--- src/stam_pkg.sv ---
// package: constants and types for the supply/temperature monitor
// How it works
// - one 12-bit successive-approximation converter digitises both the supply voltage and the die temperature, each result readable by software.
// - every supply result is also handed to the limiter and brownout guard as a strobed word.
// - conversions run at a fixed 667 kHz, 1.5 us each, alternating temperature then supply from reset.
// - each quantity therefore gets a fresh result every 3 us, 333 kHz per channel.
// - a result appears before the end of its own 1.5 us conversion period, at most 4.5 us after an input change.
// - the supply code reads as volts times 256, 0x000 is 0 V and 0xE00 is 14 V.
// - the temperature code reads as (code / 16) - 93 degrees, so 0x000 is -93 C and 0xfff is 162.9375 C.
package stam_pkg;
    localparam int unsigned CLK_HZ       = 50_000_000;
    localparam int unsigned CONV_NS      = 1500;
    localparam int unsigned CONV_CYC     = (CONV_NS * (CLK_HZ / 1_000_000)) / 1000;
    localparam int unsigned RES_W        = 12;
    localparam int unsigned SAR_STEP_CYC = CONV_CYC / (RES_W + 1);
    localparam logic [11:0] CODE_ZERO    = 12'h000;
    localparam logic [11:0] VOLT_14V     = 12'he00;
    localparam logic [11:0] TEMP_MAX     = 12'hfff;
    localparam int unsigned VOLT_DIV     = 256;
    localparam int unsigned TEMP_DIV     = 16;
    localparam int unsigned TEMP_OFS     = 93;

    typedef enum logic [1:0] {
        STAM_CH_SUPPLY = 2'b01,
        STAM_CH_TEMP   = 2'b10
    } stam_chan_e;

    typedef struct packed {
        logic        valid;
        logic [11:0] code;
    } stam_result_s;
endpackage

--- src/stam_sar.sv ---
// one 12-bit successive-approximation conversion engine
`timescale 1ns/1ps
module stam_sar #(
    parameter int unsigned WIDTH = stam_pkg::RES_W
) (
    input  wire logic             mclk,
    input  wire logic             rst,
    input  wire logic             start,
    input  wire logic             step,
    input  wire logic             cmp_above,
    output logic [WIDTH-1:0]      trial,
    output logic                  done,
    output logic [WIDTH-1:0]      code
);
    import stam_pkg::*;

    logic [WIDTH-1:0] acc;
    logic [WIDTH-1:0] bitp;
    logic [WIDTH-1:0] next_acc;
    logic [WIDTH-1:0] next_bitp;
    logic [WIDTH-1:0] next_code;
    logic             next_done;

    assign trial = acc | bitp;

    // binary search, one bit per step, msb first
    always_comb begin
        next_acc  = acc;
        next_bitp = bitp;
        next_code = code;
        next_done = 1'b0;
        if (start) begin
            next_acc  = '0;
            next_bitp = {1'b1, {(WIDTH-1){1'b0}}};
        end else if (step && bitp != '0) begin
            next_acc  = cmp_above ? (acc | bitp) : acc;
            next_bitp = bitp >> 1;
            if (bitp[0]) begin
                next_code = cmp_above ? (acc | bitp) : acc;
                next_done = 1'b1;
            end
        end
    end

    always_ff @(posedge mclk) begin
        if (rst) begin
            acc  <= '0;
            bitp <= '0;
            code <= '0;
            done <= 1'b0;
        end else begin
            acc  <= next_acc;
            bitp <= next_bitp;
            code <= next_code;
            done <= next_done;
        end
    end
endmodule

--- src/stam_monitor.sv ---
// supply voltage and die temperature monitor top level
`timescale 1ns/1ps
module stam_monitor (
    input  wire logic                 mclk,
    input  wire logic                 rst,
    input  wire logic                 supply_above,
    input  wire logic                 temp_above,
    output logic [11:0]               dac_trial,
    output stam_pkg::stam_chan_e      chan_sel,
    output logic [11:0]               supply_voltage_code,
    output logic [11:0]               die_temp_code,
    output stam_pkg::stam_result_s    guard_result
);
    import stam_pkg::*;

    localparam int unsigned CW = $clog2(CONV_CYC);
    localparam int unsigned SW = $clog2(SAR_STEP_CYC + 1);
    localparam logic [CW-1:0] CONV_LAST = CW'(CONV_CYC - 1);
    localparam logic [SW-1:0] STEP_LAST = SW'(SAR_STEP_CYC - 1);

    logic [CW-1:0] conv_cnt;
    logic [CW-1:0] next_conv_cnt;
    logic [SW-1:0] step_cnt;
    logic [SW-1:0] next_step_cnt;
    stam_chan_e    next_chan;
    logic          sup_s1, sup_s2, tmp_s1, tmp_s2;
    logic          start;
    logic          step;
    logic          done;
    logic [11:0]   code;
    logic [11:0]   next_supply;
    logic [11:0]   next_temp;
    stam_result_s  next_guard;

    // comparator pins are asynchronous to mclk
    always_ff @(posedge mclk) begin
        if (rst) begin
            sup_s1 <= 1'b0;
            sup_s2 <= 1'b0;
            tmp_s1 <= 1'b0;
            tmp_s2 <= 1'b0;
        end else begin
            sup_s1 <= supply_above;
            sup_s2 <= sup_s1;
            tmp_s1 <= temp_above;
            tmp_s2 <= tmp_s1;
        end
    end

    // fixed 1.5 us frame, channel swaps each frame
    always_comb begin
        start         = (conv_cnt == CONV_LAST);
        next_conv_cnt = start ? '0 : conv_cnt + CW'(1);
        next_chan     = chan_sel;
        if (start) begin
            next_chan = (chan_sel == STAM_CH_SUPPLY) ? STAM_CH_TEMP
                                                     : STAM_CH_SUPPLY;
        end
        step          = (step_cnt == STEP_LAST);
        next_step_cnt = (start || step) ? '0 : step_cnt + SW'(1);
    end

    always_ff @(posedge mclk) begin
        if (rst) begin
            conv_cnt  <= '0;
            step_cnt  <= '0;
            chan_sel  <= STAM_CH_SUPPLY;
        end else begin
            conv_cnt  <= next_conv_cnt;
            step_cnt  <= next_step_cnt;
            chan_sel  <= next_chan;
        end
    end

    stam_sar #(.WIDTH(RES_W)) u_sar (
        .mclk      (mclk),
        .rst       (rst),
        .start     (start),
        .step      (step),
        .cmp_above (chan_sel == STAM_CH_SUPPLY ? sup_s2 : tmp_s2),
        .trial     (dac_trial),
        .done      (done),
        .code      (code)
    );

    // whole-word update of the owning register
    // supply code is volts*256, temp code is (degC+93)*16
    always_comb begin
        next_supply = supply_voltage_code;
        next_temp   = die_temp_code;
        next_guard  = '{valid: 1'b0, code: guard_result.code};
        if (done && chan_sel == STAM_CH_SUPPLY) begin
            next_supply = code;
            next_guard  = '{valid: 1'b1, code: code};
        end
        if (done && chan_sel == STAM_CH_TEMP) begin
            next_temp = code;
        end
    end

    always_ff @(posedge mclk) begin
        if (rst) begin
            supply_voltage_code <= CODE_ZERO;
            die_temp_code       <= CODE_ZERO;
            guard_result        <= '{valid: 1'b0, code: CODE_ZERO};
        end else begin
            supply_voltage_code <= next_supply;
            die_temp_code       <= next_temp;
            guard_result        <= next_guard;
        end
    end

    // guard strobe once per two frames
    int unsigned gap;
    logic        gap_armed;
    always_ff @(posedge mclk) begin
        if (rst || guard_result.valid) begin
            gap <= 0;
        end else if (gap < 1000) begin
            gap <= gap + 1;
        end
    end

    // first strobe comes late after reset, so the bound waits for it
    always_ff @(posedge mclk) begin
        if (rst) begin
            gap_armed <= 1'b0;
        end else if (guard_result.valid) begin
            gap_armed <= 1'b1;
        end
    end

    property p_guard_period;
        @(posedge mclk) disable iff (rst)
        guard_result.valid |-> ##150 guard_result.valid;
    endproperty
    a_guard_period: assert property (p_guard_period)
        else $error("supply result not every 3 us");

    property p_guard_single;
        @(posedge mclk) disable iff (rst)
        guard_result.valid |=> !guard_result.valid [*8];
    endproperty
    a_guard_single: assert property (p_guard_single)
        else $error("supply strobe longer than one cycle");

    property p_guard_matches;
        @(posedge mclk) disable iff (rst)
        guard_result.valid |-> guard_result.code == supply_voltage_code;
    endproperty
    a_guard_matches: assert property (p_guard_matches)
        else $error("guard word differs from supply register");

    property p_chan_alternate;
        @(posedge mclk) disable iff (rst)
        start |=> chan_sel != $past(chan_sel);
    endproperty
    a_chan_alternate: assert property (p_chan_alternate)
        else $error("channel did not alternate");

    property p_frame_len;
        @(posedge mclk) disable iff (rst)
        start |-> ##75 start;
    endproperty
    a_frame_len: assert property (p_frame_len)
        else $error("conversion frame not 1.5 us");

    property p_done_in_frame;
        @(posedge mclk) disable iff (rst)
        start |-> ##[1:74] done;
    endproperty
    a_done_in_frame: assert property (p_done_in_frame)
        else $error("conversion not done within its frame");

    property p_temp_stable;
        @(posedge mclk) disable iff (rst)
        chan_sel == STAM_CH_SUPPLY && !start |=> $stable(die_temp_code);
    endproperty
    a_temp_stable: assert property (p_temp_stable)
        else $error("temperature changed during supply frame");

    property p_supply_stable;
        @(posedge mclk) disable iff (rst)
        !guard_result.valid |-> $stable(supply_voltage_code);
    endproperty
    a_supply_stable: assert property (p_supply_stable)
        else $error("supply changed without a strobe");

    property p_gap_bound;
        @(posedge mclk) disable iff (rst)
        gap_armed |-> gap <= 150;
    endproperty
    a_gap_bound: assert property (p_gap_bound)
        else $error("supply result older than 3 us");

    property p_temp_load;
        @(posedge mclk) disable iff (rst)
        done && chan_sel == STAM_CH_TEMP
            |=> die_temp_code == $past(code);
    endproperty
    a_temp_load: assert property (p_temp_load)
        else $error("temperature register missed its result");

    property p_supply_load;
        @(posedge mclk) disable iff (rst)
        done && chan_sel == STAM_CH_SUPPLY
            |=> supply_voltage_code == $past(code);
    endproperty
    a_supply_load: assert property (p_supply_load)
        else $error("supply register missed its result");

    property p_trial_msb;
        @(posedge mclk) disable iff (rst)
        start |=> dac_trial == 12'h800;
    endproperty
    a_trial_msb: assert property (p_trial_msb)
        else $error("conversion did not start at the top bit");

    property p_done_pulse;
        @(posedge mclk) disable iff (rst)
        done |=> !done;
    endproperty
    a_done_pulse: assert property (p_done_pulse)
        else $error("done held longer than one cycle");

    property p_chan_onehot;
        @(posedge mclk) disable iff (rst)
        chan_sel == STAM_CH_SUPPLY || chan_sel == STAM_CH_TEMP;
    endproperty
    a_chan_onehot: assert property (p_chan_onehot)
        else $error("channel select not one-hot");
endmodule

--- config.mk ---
export PLATFORM = sky130hd
export DESIGN_NAME = stam_monitor
export DESIGN_NICKNAME = d
export VERILOG_FILES = /design/src/stam_pkg.sv /design/src/stam_sar.sv /design/src/stam_monitor.sv
export SDC_FILE = /design/constraint.sdc
export NUM_CORES = 1
export LEC_CHECK = 0
export ABC_CLOCK_PERIOD_IN_PS = 1740
export BUFFER_PORTS_ARGS = -buffer_cell sky130_fd_sc_hd__buf_2
export CELL_PAD_IN_SITES_DETAIL_PLACEMENT = 0
export CELL_PAD_IN_SITES_GLOBAL_PLACEMENT = 2
export CORE_ASPECT_RATIO = 1.25
export CORE_MARGIN = 8
export CORE_UTILIZATION = 33
export DETAILED_ROUTE_END_ITERATION = 12
export GPL_ROUTABILITY_DRIVEN = 1
export PLACE_DENSITY_LB_ADDON = 0.1
export SLEW_MARGIN = 0
export SYNTH_ARGS = -nofsm -noshare
export SYNTH_HDL_FRONTEND = slang
export SYNTH_SLANG_ARGS = --single-unit
--- constraint.sdc ---
create_clock -name mclk -period 1.74 [get_ports mclk]
set_input_delay 0.174 -clock mclk [delete_from_list [all_inputs] [get_ports mclk]]
set_output_delay 0.174 -clock mclk [all_outputs]
set_load 0.01 [all_outputs]
==> metrics.log <==
INFO  metric gp_routability_congestion = 0.711
INFO  metric final_hpwl_from_detailed_placement = 4910 microns
INFO  metric crit_path_cell_trace = inv_1 -> ha_1 -> nand4bb_4 -> o211ai_2 -> buf_4 -> a211oi_1 -> nor3_1
INFO  metric fp.dieH = 123 microns
INFO  metric min_period_over_period = 0.907
INFO  metric start_util = 0.336
INFO  metric postSynthRegisterBits = 78
INFO  metric worst_hold_slack = 50.7 ps
INFO  metric design.die.area = 12,500 sq um
INFO  metric number_of_filler_instances_in_the_final_layout = 928
INFO  metric numPlacedInstances = 486
INFO  metric synthFlopType = sky130_fd_sc_hd__dfxtp_1
INFO  metric routed_wl = 6860 microns
INFO  metric cts_tree = built
INFO  metric ctsHtreeMaxLevel = 3
INFO  metric fin_util = 0.410
INFO  metric p_leak = 0.00167 uW
INFO  metric final_layout_size_suffix_gt1_frac = 0.269
INFO  metric run_status = finished, final reports clean
INFO  metric tightest_slew = 499 ps
INFO  metric finalHoldViolations = 0
INFO  metric core_region_area = 9030 sq um
INFO  metric wire_length_of_the_first_global_routing_pass = 11,300 microns
INFO  metric critical_path.top_delay_family = compound AO/OA/AOI/OAI gates
INFO  metric setup_repair_after_global_routing_missed_its_margin = no
INFO  metric cp_data_arrival_time = 1780 ps
INFO  metric areaGrowthSynthToFinish = 21.9%
INFO  metric port_buffers = 54
INFO  metric timing.fmax = 634 MHz
INFO  metric vias_per_cell = 4.50
INFO  metric fin_setup_tns = 0 ps
INFO  metric seq_power_share = 0.465
INFO  metric post-route-min-period = 1580 ps
INFO  metric max_slew_margin = 0.667
INFO  metric floorplan.die.width = 102 microns
INFO  metric synth_enable_flop_cells = 0
INFO  metric timing.critical_path.from_type = flip-flop
INFO  metric r2r_cells = 7
INFO  metric grt_use_total = 0.117
INFO  metric fin_cells = 502
INFO  metric cts_sinks = 78
INFO  metric io_pins = 55
INFO  metric critPathMaxStageDelay = 360 ps
INFO  metric postCtsHoldBufs = 0
INFO  metric clock-skew-final = 6.47 ps
INFO  metric routed-via-count = 2,259
INFO  metric reg2reg_setup_slack = 160 ps
INFO  metric grt_pass1_vias = 2,188
INFO  metric power.share.switching = 0.198
INFO  metric final_max_slew_viol_count = 0
INFO  metric worst_hold_path.num_cells = 2
INFO  metric drt-initial-drc-count = 72
INFO  metric post-layout-total-power = 3900 uW
INFO  metric setup_viol_count_final = 0
INFO  metric clkLatencyLatePin = 330 ps
INFO  metric yosys.cell_types.count = 36
INFO  metric crit_slowest_cell = sky130_fd_sc_hd__dfxtp_1
INFO  metric critPathCaptureType = flip-flop
INFO  metric worstSetupPathDepth = 7
INFO  metric nNetsFinal = 382
INFO  metric critical_path.startpoint = conv_cnt[0]$_SDFF_PP0_
INFO  metric power-per-cell-area = 1050 nW/um^2
INFO  metric hold_path_startpoint = temp_above
INFO  metric cts_max_path_buffers = 2
INFO  metric drt_pre_antenna_iters = 4
INFO  metric switching_power = 773 uW
INFO  metric criticalPathCategory = flip-flop to flip-flop
INFO  metric clk_pin_slew_worst_paths = 60 ps
INFO  metric synthesis.instances = 325
INFO  metric sequential_element_share_of_the_synthesized_area = 0.514
INFO  metric global_route.overflow_total = 0
INFO  metric initial_antenna_violation_count = 0
INFO  metric timing.critical_path.buf_inv = 2
INFO  metric worstHoldPathType = input port to flip-flop
INFO  metric numCtsBuffers = 9
INFO  metric crit-reg2reg-launch = conv_cnt[0]$_SDFF_PP0_
INFO  metric clkPwrFrac = 0.510
INFO  metric cell_internal_pwr = 3130 uW
INFO  metric synthesis.area = 3040 sq um
INFO  metric post_drt_wl_per_cell = 13.7 microns
INFO  metric worst_ep_required_time = 1940 ps
INFO  metric drc_errors = 0
INFO  metric n_antenna_cell = 0
INFO  metric number_of_cell_rows = 39
INFO  metric drv.max_cap_violation_count = 0
INFO  metric number_of_nets_in_the_synthesized_netlist = 333
INFO  metric crit_fanout = 13
INFO  metric synth_warnings = 0
INFO  metric cts_post_setup_buffers_inserted = 0
INFO  metric ant_nets = 0
INFO  metric synth-async-reset-ratio = 0
INFO  metric avgSynthCellArea = 9.34 sq um
INFO  metric vdd_drop_max = 0.516 mV
INFO  metric power.combinational.fraction = 0.025
INFO  metric cts_root_buf = sky130_fd_sc_hd__clkbuf_16
INFO  metric grt_max_degree = 47
registers in the layout (all words and copies together) (netlist names):
register and flops:
guard_result 13, die_temp_code 12, u_sar.acc 12, u_sar.bitp 12, u_sar.code 12, conv_cnt 7, step_cnt 3, chan_sel 2
sup_s1 1, sup_s2 1, tmp_s1 1, tmp_s2 1, u_sar.done 1
per-layer routing:
layer	routed length [microns]	GRT usage	vias to the layer above	part of all wire
met5	0	0	-	0
met4	158	0.0710	0	0.023
met3	449	0.0344	12	0.065
met2	3030	0.176	51	0.44
met1	3230	0.145	1007	0.47
li1	-	-	1189	-
power groups by stage:
| stage | clock [uW] | combinational [uW] | sequential [uW] |
|---|---|---|---|
| after floorplan | 0 | 75.4 | 1850 |
| after global placement | 0 | 100 | 1850 |
| after detailed placement | 0 | 98.0 | 1850 |
| after CTS | 2040 | 98.7 | 1820 |
| after global routing | 2100 | 108 | 1820 |
| final | 1990 | 95.9 | 1820 |
synth_stat cells, drive strengths merged (2+ instances only):
cell type,instances,area (sq um)
inv,3,11.3
a22o,8,70.1
and3,3,18.8
ha,4,50.1
or2,13,83.8
clkbuf,6,22.5
nand3,2,10.0
nand2b,3,33.8
dfxtp,78,1560
buf,23,150
a211oi,12,90.1
nor3,15,75.1
nor4,3,18.8
xor2,2,17.5
a21oi,24,120
mux2i,14,140
nor2,40,150
xnor2,4,35.0
nand2,47,176
and2,2,12.5
a31oi,5,31.3
nor2b,6,45.0
timing repair:
action | 4_1_cts | 5_1_grt
setup endpoints to repair | 0 | 8
endpoints found under the hold margin | 0 | 0
gates resized for setup | 0 | 0
stage by stage:
stage	worst slack, ps	instance area (sq um)
2_1_floorplan	229	3040
3_3_place_gp	144	3390
3_5_place_dp	112	3390
4_1_cts	87.0	3700
5_1_grt	3.10	3700
6_report	162	3700
layout by cell type (no fill, tap or decap), drive strengths merged, types with 2 or more instances in the layout:
| cell | n |
|---|---|
| ha | 4 |
| a22o | 8 |
| nand2 | 47 |
| nor2 | 40 |
| xor2 | 2 |
| clkinv | 2 |
| xnor2 | 4 |
| dfxtp | 78 |
| or2 | 13 |
| a211oi | 12 |
| and3 | 3 |
| nand2b | 3 |
| nor2b | 6 |
| inv | 3 |
| nor4 | 3 |
| nor3 | 15 |
| nand3 | 2 |
| clkbuf | 12 |
| and2 | 2 |
| bufinv | 2 |
| a31oi | 5 |
| mux2i | 14 |
| a21oi | 24 |
| buf | 67 |
cell type report:
cell class	count	area, sq um	area share
multi-input combinational	215	1290	0.349
timing repair buffer	67	368	0.0994
tap	123	154	0.0416
clock inverter	4	70.1	0.0189
sequential	78	1560	0.422
clock buffer	12	246	0.0666
inverter	3	11.3	0.00304
final timing paths:
kind | end
hold reg to reg | tmp_s2$_SDFF_PP0_
setup reg to reg | u_sar.code[1]$_SDFFE_PP0P_
hold / removal | tmp_s1$_SDFF_PP0_
setup / recovery | u_sar.code[1]$_SDFFE_PP0P_
kinds of logic after synthesis:
| logic type | Yosys count | share of synthesized area |
|---|---|---|
| buffers and inverters | 32 | 0.0606 |
| adders and majority gates | 4 | 0.0165 |
| and+or+nand+nor | 137 | 0.225 |
| AOI/OAI and AO/OA | 53 | 0.115 |
| DFF | 78 | 0.514 |
| xor gates and xnor gates | 6 | 0.0173 |
| muxes | 15 | 0.0511 |
Power figures use the tool's default switching activity.
